$ cat src/design/wdt_pkg.sv
package wdt_pkg;
   // Core clock and timebase
   localparam int unsigned CLK_HZ        = 125_000_000;
   localparam int unsigned TICK_US       = 1000;
   localparam int unsigned TICK_CYCLES   = CLK_HZ / 1_000_000 * TICK_US;
   // Millisecond figures
   localparam int unsigned GLITCH_MS     = 1;
   localparam int unsigned QUALIFY_MS    = 20;
   localparam int unsigned TIMEOUT_LO_MS = 150;
   localparam int unsigned TIMEOUT_MD_MS = 600;
   localparam int unsigned TIMEOUT_HI_MS = 1200;
   localparam int unsigned STRETCH_MS    = 250;
   // Kick low pulse minimum
   localparam int unsigned KICK_MIN_NS   = 75;
   localparam int unsigned CLK_PERIOD_NS = 8;
   localparam int unsigned KICK_MIN_CYC  =
      (KICK_MIN_NS + CLK_PERIOD_NS - 1) / CLK_PERIOD_NS;
   // Timeout select encoding (three-level strap)
   localparam logic [1:0] TSEL_LOW  = 2'h0;
   localparam logic [1:0] TSEL_OPEN = 2'h1;
   localparam logic [1:0] TSEL_HIGH = 2'h2;
   localparam int unsigned MS_W     = 11;
endpackage

$ cat src/design/ms_tick_gen.sv
`timescale 1ns/10ps
module ms_tick_gen
   import wdt_pkg::*;
#(
   parameter int unsigned DIV = TICK_CYCLES
)
(
   input  wire logic i_core_clk,
   input  wire logic i_rst,
   output logic      o_tick
);
   // A one-cycle divider would never drop the tick
   if (DIV < 2)
   begin : g_bad_div
      $error("DIV must be at least 2");
   end

   localparam int W = $clog2(DIV);
   logic [W-1:0] cnt_r;

   always_ff @(posedge i_core_clk or posedge i_rst)
   begin
      if (i_rst)
      begin
         cnt_r  <= '0;
         o_tick <= 1'b0;
      end
      else if (cnt_r == W'(DIV - 1))
      begin
         cnt_r  <= '0;
         o_tick <= 1'b1;
      end
      else
      begin
         cnt_r  <= cnt_r + 1'b1;
         o_tick <= 1'b0;
      end
   end
endmodule // ms_tick_gen

$ cat src/design/supervisor_watchdog_reset.sv
// How it works
// A manual reset low shorter than 1 ms never causes a reset.
// A manual reset low held 20 ms or longer always causes a reset.
// Timeout select picks 150 ms low, 600 ms open, 1.2 s high.
// Threshold select picks the 5% trip level low, the 10% level high.
// Active-high reset is high for undervoltage, expiry or manual reset.
// Active-low reset pulls low for the same causes, open-drain.
// Resets stay asserted one reset-active period after the cause ends.
// After supply recovery the resets stay asserted 250 ms.
// No falling kick edge within the timeout asserts both resets.
// A falling kick edge or a low pulse of 75 ns restarts the count.
// On watchdog expiry the resets stay asserted 250 ms.
// Manual reset is active low, debounced, and forces reset while low.
// The processor must kick the watchdog before each timeout.
// The manual reset driver must hold it low at least 20 ms.
// All ms timing comes from one prescaled tick.
// Watchdog count is held clear during reset, restarts on release.
`timescale 1ns/10ps
module supervisor_watchdog_reset
   import wdt_pkg::*;
#(
   parameter int unsigned TICK_DIV    = TICK_CYCLES,
   parameter int unsigned DEBOUNCE_MS = 10
)
(
   input  wire logic       i_core_clk,
   input  wire logic       i_rst,
   input  wire logic       i_manual_reset_n_in,
   input  wire logic [1:0] i_timeout_select,
   input  wire logic       i_threshold_select,
   input  wire logic       i_uv_below_5pct,
   input  wire logic       i_uv_below_10pct,
   input  wire logic       i_watchdog_kick_n,
   output logic            o_reset,
   output logic            o_reset_n_out,
   output logic            o_reset_n_oe,
   output logic            o_threshold_10pct
);
   // Debounce must reject a 1 ms glitch yet qualify within 20 ms
   if (DEBOUNCE_MS <= GLITCH_MS || DEBOUNCE_MS >= QUALIFY_MS)
   begin : g_bad_debounce
      $error("DEBOUNCE_MS must lie strictly between 1 and 20");
   end

   // Counters are sized for these figures; a saturated kick count at
   // the match value would look like endless kicks
   if (TIMEOUT_HI_MS >= (1 << MS_W) || STRETCH_MS > 256 ||
       KICK_MIN_CYC > 14 || DEBOUNCE_MS > 31)
   begin : g_bad_width
      $error("Timing figures overflow the counter widths");
   end

   typedef enum logic [1:0] {ST_RUN, ST_HOLD, ST_STRETCH} sup_state_t;

   logic             tick;
   logic             kick_d_r;
   logic [3:0]       kick_low_r;
   logic             kick_restart;
   logic [MS_W-1:0]  wd_cnt_r;
   logic [MS_W-1:0]  wd_limit;
   logic             wd_expire;
   logic [4:0]       mr_cnt_r;
   logic             mr_qual_r;
   logic             uv_now;
   logic             cause;
   sup_state_t       state_r;
   logic [7:0]       stretch_r;

   // One prescaled tick drives every millisecond count
   ms_tick_gen #(.DIV(TICK_DIV)) u_ms_tick_gen (
      .i_core_clk (i_core_clk),
      .i_rst      (i_rst),
      .o_tick     (tick)
   );

   // Undervoltage trip level chosen by strap
   assign uv_now = i_threshold_select ? i_uv_below_10pct
                                      : i_uv_below_5pct;

   // Strap copy lets the board confirm which trip level is live
   always_ff @(posedge i_core_clk or posedge i_rst)
   begin
      if (i_rst)
         o_threshold_10pct <= 1'b0;
      else
         o_threshold_10pct <= i_threshold_select;
   end

   // Code 3 cannot come from a three-level strap; treat it as open
   always_comb
   begin
      case (i_timeout_select)
         TSEL_LOW:  wd_limit = MS_W'(TIMEOUT_LO_MS);
         TSEL_OPEN: wd_limit = MS_W'(TIMEOUT_MD_MS);
         TSEL_HIGH: wd_limit = MS_W'(TIMEOUT_HI_MS);
         default:   wd_limit = MS_W'(TIMEOUT_MD_MS);
      endcase
   end

   // Kick: falling edge, or a low lasting the minimum width
   always_ff @(posedge i_core_clk or posedge i_rst)
   begin
      if (i_rst)
      begin
         // Idle level, so release is no false edge
         kick_d_r   <= 1'b1;
         kick_low_r <= '0;
      end
      else
      begin
         kick_d_r <= i_watchdog_kick_n;
         if (i_watchdog_kick_n)
            kick_low_r <= '0;
         else if (kick_low_r != 4'hf)
            kick_low_r <= kick_low_r + 4'h1;
      end
   end

   // Held low counts once; a steady low must not look like repeated kicks
   assign kick_restart = (kick_d_r && !i_watchdog_kick_n)
      || (kick_low_r == 4'(KICK_MIN_CYC));

   // Held clear outside RUN so every release starts a full period
   always_ff @(posedge i_core_clk or posedge i_rst)
   begin
      if (i_rst)
         wd_cnt_r <= '0;
      else if (state_r != ST_RUN || kick_restart)
         wd_cnt_r <= '0;
      else if (tick && !wd_expire)
         wd_cnt_r <= wd_cnt_r + 1'b1;
   end

   assign wd_expire = (state_r == ST_RUN) && (wd_cnt_r >= wd_limit);

   // Debounce: low must persist DEBOUNCE_MS ticks; any high restarts
   always_ff @(posedge i_core_clk or posedge i_rst)
   begin
      if (i_rst)
      begin
         mr_cnt_r  <= '0;
         mr_qual_r <= 1'b0;
      end
      else if (i_manual_reset_n_in)
      begin
         mr_cnt_r  <= '0;
         mr_qual_r <= 1'b0;
      end
      else if (tick)
      begin
         if (mr_cnt_r >= 5'(DEBOUNCE_MS - 1))
            mr_qual_r <= 1'b1;
         else
            mr_cnt_r <= mr_cnt_r + 5'h01;
      end
   end

   assign cause = uv_now || mr_qual_r;

   // Tick quantised: each hold may end up to one tick short
   always_ff @(posedge i_core_clk or posedge i_rst)
   begin
      if (i_rst)
      begin
         state_r   <= ST_HOLD;
         stretch_r <= '0;
      end
      else
      begin
         case (state_r)
            ST_RUN:
            begin
               stretch_r <= '0;
               if (cause)
                  state_r <= ST_HOLD;
               else if (wd_expire)
                  state_r <= ST_STRETCH;
            end
            ST_HOLD:
            begin
               stretch_r <= '0;
               // Stretch starts only once every cause is gone
               if (!cause)
                  state_r <= ST_STRETCH;
            end
            ST_STRETCH:
            begin
               // A fresh cause restarts the whole hold
               if (cause)
               begin
                  state_r   <= ST_HOLD;
                  stretch_r <= '0;
               end
               else if (tick)
               begin
                  if (stretch_r >= 8'(STRETCH_MS - 1))
                     state_r <= ST_RUN;
                  else
                     stretch_r <= stretch_r + 8'h01;
               end
            end
            default:
               state_r <= ST_HOLD;
         endcase
      end
   end

   // Registered outputs; open-drain pin only ever drives low
   always_ff @(posedge i_core_clk or posedge i_rst)
   begin
      if (i_rst)
      begin
         o_reset       <= 1'b1;
         o_reset_n_out <= 1'b0;
         o_reset_n_oe  <= 1'b1;
      end
      else
      begin
         o_reset       <= (state_r != ST_RUN);
         o_reset_n_out <= 1'b0;
         o_reset_n_oe  <= (state_r != ST_RUN);
      end
   end
endmodule // supervisor_watchdog_reset

$ cat config.mk
export PLATFORM = sky130hd
export DESIGN_NAME = supervisor_watchdog_reset
export DESIGN_NICKNAME = d
export VERILOG_FILES = /design/src/design/wdt_pkg.sv /design/src/design/ms_tick_gen.sv /design/src/design/supervisor_watchdog_reset.sv
export SDC_FILE = /design/constraint.sdc
export NUM_CORES = 1
export LEC_CHECK = 0
export BUFFER_PORTS_ARGS = -buffer_cell sky130_fd_sc_hd__buf_4
export CAP_MARGIN = 5
export CORE_UTILIZATION = 62
export CTS_BUF_LIST = sky130_fd_sc_hd__clkbuf_2
export DETAILED_ROUTE_END_ITERATION = 10
export PLACE_DENSITY_LB_ADDON = 0.12
export SLEW_MARGIN = 30
export SYNTH_ARGS = -nofsm -noshare
export SYNTH_HDL_FRONTEND = slang
export SYNTH_SLANG_ARGS = --single-unit
$ cat constraint.sdc
create_clock -name i_core_clk -period 2.95 [get_ports i_core_clk]
set_input_delay 0.59 -clock i_core_clk [delete_from_list [all_inputs] [get_ports i_core_clk]]
set_output_delay 0.59 -clock i_core_clk [all_outputs]
set_load 0.02 [all_outputs]
==> out/metrics.json, run 1 <==
{
  "sta": {
    "finalSetupTns_ns": 0,
    "clock-skew-final_ns": 0.0301,
    "worst_pin_slew_ns": 0.634,
    "setup_viol": 0,
    "min_period_over_period_pct": 69.8,
    "achievable-frequency_ghz": 0.485,
    "finalHoldViolCount": 0,
    "relSlewSlack_pct": 57.7,
    "setup_slack_ns": 0.890,
    "fin_crit_ns": 2.06,
    "grt_setup_unrepaired": "no",
    "hold_ws_ns": 0.229,
    "report.final.slew_viol_count": 0
  },
  "clocking": {
    "cts-root-to-sink-buffers": 2,
    "cts-buffers-inserted": 5,
    "clock_tree.htree_level_count": 2,
    "cts_root_buffer": "sky130_fd_sc_hd__clkbuf_2",
    "cts_setup_buffers": 0,
    "clock_insertion_delay_worst_skew_ns": 0.46,
    "tritoncts_clock_tree": "yes",
    "cts_hold_buf": 0,
    "clkSlewWorstSetupHoldPaths_ns": 0.27,
    "tritoncts_num_sinks": 52,
    "post_cts.resized_instances": 0
  },
  "synthesis": {
    "synth_enable_flop_cells": 0,
    "synth-seq-cells": 52,
    "gate_count_after_technology_mapping": 278,
    "mapped_area_um2": 2790,
    "postSynthAreaPerCell_um2": 10.1,
    "seq_area_frac_synth_pct": 46.7,
    "synth_top_flop_cell": "sky130_fd_sc_hd__dfrtp_1",
    "synth.yosys.warnings": 0,
    "synthesis.nets": 304,
    "async_set_reset_flop_share_out_of_synthesis_pct": 100,
    "ys_types": 53
  },
  "finish": {
    "fin_cells": 348,
    "final_net_count": 321,
    "insertedDiodeCount": 0,
    "layout.area.seq_um2": 1310,
    "most_common_library_cell_in_the_layout_ignoring_fill_and_taps": "sky130_fd_sc_hd__dfrtp_1",
    "post_route_cells_drive_above_1_share_pct": 11.1,
    "combined_area_of_the_multi_input_logic_cells_um2": 1400,
    "fillerInstances": 362,
    "leading_cell_types_in_the_layout_fill_and_taps_excluded": "sky130_fd_sc_hd__dfrtp_1 (49), sky130_fd_sc_hd__nor2_1 (28), sky130_fd_sc_hd__nand2_1 (23)",
    "area_growth_pct": 7.57
  },
  "power_and_ir_drop": {
    "sequential_cell_fraction_of_total_power_pct": 60.5,
    "p_leak_uw": 0.00141,
    "peakVddDrop_uv": 444,
    "p_comb_share_pct": 9.1,
    "power_frac_clock_pct": 30.4,
    "power.total_uw": 1230,
    "cellPowerDensity_nw_per_um2": 409,
    "power_switching_share_pct": 25.7,
    "switchingPower_uw": 316,
    "internal_power_uw": 914
  },
  "global_routing": {
    "wire_length_of_the_first_global_routing_pass_um": 8450,
    "overflow": 0,
    "antenna_found_initial": 0,
    "vias_in_the_first_global_route": 1919,
    "global_route.usage.total_pct": 22.1,
    "maximum_number_of_pins_on_one_net_before_global_route_repair": 53
  },
  "placement": {
    "dpl.hpwl_um": 3430,
    "globalplace.congestion": 0.853,
    "dpl_worst_slack_ns": 0.421,
    "number_of_placed_instances_with_taps_included": 340,
    "io_buffers": 11
  },
  "floorplan": {
    "design.portCount": 13,
    "coreArea_um2": 4350,
    "chipWidth_um": 69.1,
    "die_h_um": 69.1,
    "area_of_the_die_um2": 4780,
    "start_util_pct": 64.2,
    "core.rowCount": 24
  },
  "route": {
    "drt-initial-drc-count": 143,
    "viasPerCell": 5.83,
    "routed_wire_length_um": 4810,
    "drt_first_pass_iters": 4,
    "route.vias.total": 2030,
    "route.detailed.drc": 0,
    "ant_nets": 0,
    "routedWlPerCell_um": 13.8
  },
  "job": {
    "count_of_maximum_capacitance_violations": 0
  },
  "setup_path": {
    "worstReg2RegEnd": "wd_cnt_r[0]",
    "worst_ep_required_time_ns": 3.33,
    "worstPathMaxFanout": 8,
    "critical_path.startpoint_type": "flip-flop",
    "r2r-start": "wd_cnt_r[5]",
    "setup.reg_to_reg.worst_slack_ns": 0.89,
    "critical_path.endpoint_type": "flip-flop",
    "r2r_cells": 6,
    "cp_arrival_ns": 2.44,
    "worstSetupPathType": "reg -> reg"
  },
  "hold_path": {
    "holdPathEnd": "o_threshold_10pct",
    "type_of_the_worst_min_delay_path": "in -> reg",
    "min_from": "i_threshold_select",
    "hold-path-cell-count": 1
  },
  "status": {
    "outcome": "completed"
  }
}
==> layer usage <==
layer  GRT usage [%]  up-vias  wire length [um]
met5               0        -                 0
met4            7.26        0                71
met3            5.99        7               150
met2            36.5       33              2280
met1            28.3      976              2310
li1                -     1014                 -
==> kinds of logic after synthesis <==
group	count (synthesis)	synth area share, %
and+or+nand+nor	119	23.4
DFF	52	46.7
AOI/OAI and AO/OA	40	9.99
xor gates and xnor gates	21	6.58
buffers and inverters	21	3.09
adders and majority gates	17	7.61
muxes	7	2.51
other	1	0.134
==> flip-flops by register name (all words and copies together) (netlist names) <==
name	flops
state_r	2
u_ms_tick_gen.o_tick	1
kick_low_r	4
u_ms_tick_gen.cnt_r	17
mr_cnt_r	5
mr_qual_r	1
kick_d_r	1
stretch_r	8
o_threshold_10pct	1
o_reset_n_oe	1
wd_cnt_r	11
==> power by group through the flow <==
stage | clock, uW | sequential [uW] | combinational (uW)
floorplan | 0 | 756 | 73.2
global placement | 0 | 755 | 111
detailed placement | 0 | 756 | 114
CTS | 384 | 744 | 114
global route | 407 | 747 | 126
finish | 374 | 744 | 112
==> worst max path at each step <==
stage,start,end,slack (ns)
2_1_floorplan,i_timeout_select[0],wd_cnt_r[2],0.72
3_3_place_gp,i_timeout_select[0],wd_cnt_r[9],0.50
3_5_place_dp,i_timeout_select[0],wd_cnt_r[9],0.42
4_1_cts,wd_cnt_r[5],wd_cnt_r[0],0.91
5_1_grt,i_timeout_select[0],wd_cnt_r[9],0.77
6_report,wd_cnt_r[5],wd_cnt_r[0],0.89
==> per-stage QoR <==
| stage | instance area (um^2) | util (%) |
|---|---|---|
| floorplan | 2790 | - |
| global placement | 2940 | 67.5 |
| detailed placement | 2940 | 67.5 |
| CTS | 3010 | 69.0 |
| global route | 3010 | 69.0 |
| finish | 3010 | 69.0 |
==> synth_stat cells (all sizes together) (2+ instances only) <==
cell type / instances / area [um^2]
xnor2: 11 / 96.3
or2: 2 / 12.5
nor2: 28 / 105
dfrtp: 49 / 1230
nand3b: 3 / 22.5
nand2: 23 / 86.3
and4: 3 / 26.3
or4: 2 / 18.8
o2111ai: 3 / 26.3
buf: 2 / 15.0
nand4bb: 2 / 22.5
inv: 18 / 67.6
o211ai: 3 / 22.5
dfstp: 3 / 78.8
ha: 17 / 213
mux2i: 7 / 70.1
nor2b: 4 / 25.0
nor3b: 3 / 27.5
nand4: 8 / 50.1
a21o: 2 / 15.0
nand2b: 8 / 50.1
a311oi: 2 / 17.5
or3: 2 / 12.5
xor2: 10 / 87.6
nand3: 14 / 70.1
o21ai: 7 / 35.0
nor3: 5 / 25.0
and3: 8 / 51.3
a21oi: 10 / 53.8
==> worst max-delay path, stage by stage, from the launching register on <==
cell                       delay [ns]
sky130_fd_sc_hd__dfrtp_1         0.53
sky130_fd_sc_hd__ha_1            0.34
sky130_fd_sc_hd__nand4_1         0.10
sky130_fd_sc_hd__a311oi_1        0.48
sky130_fd_sc_hd__nor3b_1         0.17
sky130_fd_sc_hd__nand2_1         0.16
sky130_fd_sc_hd__mux2i_1         0.20
==> area by class of cell <==
cell class / instances / area share [%]
multi-input combinational: 205 / 46.7
sequential: 52 / 43.4
timing repair buffer: 13 / 3.25
inverter: 18 / 2.25
tap: 52 / 2.16
clock inverter: 3 / 1.42
clock buffer: 5 / 0.833
(Power assumes the default switching activity.)
==> run 2: changes to the inputs <==
- clock period: 2.95 -> 2.1 ns (I/O delays scaled with it)
==> run 2 against run 1 <==
Flip-flop and latch count did not move. Maximum frequency grew 3.9%. Worst hold slack worse by 0.17 ns. Cell area rose by 3.6%. Via count rose by 3.4%. Register-to-register slack worse by 0.77 ns. Critical path type unchanged. Highest routed layer unchanged.
==> out/metrics.json, run 2 (synthesized netlist as in run 1, its figures left out) <==
{
  "status": {
    "outcome": "completed"
  },
  "setup_path": {
    "critical_path.endpoint_type": "flip-flop",
    "timing.critical_path.max_delay_family": "simple AND/OR/NAND/NOR gates",
    "cp.buffers_inverters": 0,
    "worst_ep_required_time_ns": 2.53,
    "max_stage_delay_ns": 0.50,
    "worstSetupPathType": "reg -> reg",
    "crit_slowest_cell": "sky130_fd_sc_hd__or4_1",
    "critical_path.startpoint_type": "flip-flop",
    "worst_path_cell_chain": "ha_1 -> a21oi_1 -> and2_1 -> nand4_1 -> or4_1 -> nand2_1",
    "worstPathMaxFanout": 5,
    "cp_arrival_ns": 2.42
  },
  "placement": {
    "io_buffers": 11,
    "dpl.hpwl_um": 3800,
    "place_area_um2": 3020,
    "globalplace.congestion": 0.762
  },
  "finish": {
    "final_net_count": 332,
    "top_register": "u_ms_tick_gen.cnt_r",
    "post_route_cells_drive_above_1_share_pct": 15.3,
    "most_common_library_cell_in_the_layout_ignoring_fill_and_taps": "sky130_fd_sc_hd__dfrtp_1",
    "reg_top3": "u_ms_tick_gen.cnt_r (17), wd_cnt_r (11), stretch_r (8)",
    "fillerInstances": 333,
    "area_growth_pct": 11.4,
    "leading_cell_types_in_the_layout_fill_and_taps_excluded": "sky130_fd_sc_hd__dfrtp_1 (48), sky130_fd_sc_hd__nor2_1 (28), sky130_fd_sc_hd__nand2_1 (23)",
    "insertedDiodeCount": 0,
    "finalCoreUtilization_pct": 71.5,
    "layout.area.seq_um2": 1310,
    "largest_register_ff_count": 17,
    "layout.cell_area.non_filler_um2": 3110,
    "combined_area_of_the_multi_input_logic_cells_um2": 1410
  },
  "route": {
    "route.vias.total": 2100,
    "ant_nets": 0,
    "drt-initial-drc-count": 147,
    "routed_wire_length_um": 5120,
    "drt_first_pass_iters": 4,
    "viasPerCell": 5.85,
    "route.detailed.drc": 0,
    "routedWlPerCell_um": 14.3
  },
  "global_routing": {
    "wire_length_of_the_first_global_routing_pass_um": 8750,
    "global_route.usage.total_pct": 22.9,
    "antenna_found_initial": 0,
    "grtUsageMet3_pct": 4.97,
    "vias_in_the_first_global_route": 1971,
    "gr-max-usage-layer": "met2",
    "maximum_number_of_pins_on_one_net_before_global_route_repair": 28,
    "met1_usage_pct": 29.7,
    "met2_track_demand_over_resource_in_global_routing_pct": 38.1,
    "overflow": 0
  },
  "clocking": {
    "clock_insertion_delay_worst_skew_ns": 0.46,
    "tritoncts_num_sinks": 52,
    "cts_root_buffer": "sky130_fd_sc_hd__clkbuf_2",
    "tritoncts_clock_tree": "yes",
    "cts-buffers-inserted": 5,
    "clock_tree.htree_level_count": 2,
    "clkSlewWorstSetupHoldPaths_ns": 0.26,
    "cts-root-to-sink-buffers": 2
  },
  "floorplan": {
    "chipWidth_um": 69.1,
    "core.rowCount": 24,
    "coreArea_um2": 4350,
    "start_util_pct": 64.2,
    "die_h_um": 69.1,
    "area_of_the_die_um2": 4780,
    "design.portCount": 13
  },
  "power_and_ir_drop": {
    "cellPowerDensity_nw_per_um2": 558,
    "peakVddDrop_uv": 499,
    "p_leak_uw": 0.00147
  },
  "sta": {
    "relSlewSlack_pct": 48.9,
    "min_period_over_period_pct": 94.4,
    "worst_pin_slew_ns": 0.767,
    "finalHoldViolCount": 0,
    "achievable-frequency_ghz": 0.504,
    "report.final.slew_viol_count": 0,
    "clock-skew-final_ns": 0.0319,
    "fin_crit_ns": 1.98,
    "setup_viol": 0,
    "grt_setup_unrepaired": "yes"
  },
  "job": {
    "count_of_maximum_capacitance_violations": 0
  },
  "hold_path": {
    "type_of_the_worst_min_delay_path": "in -> reg"
  }
}
## run 2: cell count changes in the layout (fill, tap and decap cells not counted), sizes merged
cell,delta
clkbuf,+1
dlygate4sd3,+1
buf,+10
clkinv,-1
## run 2: worst register-to-register path: cells and delay by family, from the launching register on
kind            cells  cell delay [ns]
compound gates      1             0.19
simple gates        4             0.97
fa+ha+maj           1             0.33
flops               1             0.46
## run 2: area by class of cell
cell class	instances	area share, %
multi-input cells	205	45.4
flip-flops and latches	52	42.0
repair buffers	24	6.27
clock inverters	2	1.13
well taps	52	2.09
inverters	18	2.17
clock buffers	6	0.965
## run 2: metrics by stage
stage                     hold WS (ns)  setup WS, ns  setup TNS, ns  std cells  total power [uW]
after floorplan                  0.424        0.0392              0        278              1170
after global placement           0.377        -0.146          -1.17        349              1220
after detailed placement         0.379        -0.207          -1.70        349              1230
after CTS                       0.0533        0.0822              0        358              1740
after global routing            0.0203       -0.0286        -0.0286        359              1810
final                           0.0540         0.118              0        359              1740
## run 2: what timing repair did
action                     in CTS  in global routing
resized for setup               0                  3
hold buffers                    1                  0
buffers inserted                0                  1
setup endpoints to repair       0                  8
hold endpoints to repair       10                  0
## run 2: metal layers
layer  routed length, um  share of wire (%)
met5                   0                  0
met4                  80                1.6
met3                 152                3.0
met2                2540                 50
met1                2340                 46
## run 2: worst paths after layout
kind | from | end | slack [ns] | depth (start not counted)
hold / removal | i_threshold_select | o_threshold_10pct | 0.05 | 1
min in group asynchronous | i_rst | wd_cnt_r[10] | 0.40 | 3
hold reg to reg | u_ms_tick_gen.cnt_r[14] | u_ms_tick_gen.cnt_r[14] | 0.51 | 1
max in group asynchronous | i_rst | kick_d_r | 1.11 | 4
setup reg to reg | wd_cnt_r[10] | wd_cnt_r[9] | 0.12 | 6
setup / recovery | wd_cnt_r[10] | wd_cnt_r[9] | 0.12 | 6
## run 2: report_power, final
group	switching [uW]	internal, uW
Combinational	102	65.1
Clock	318	204
Sequential	21.5	1030
Total	442	1290
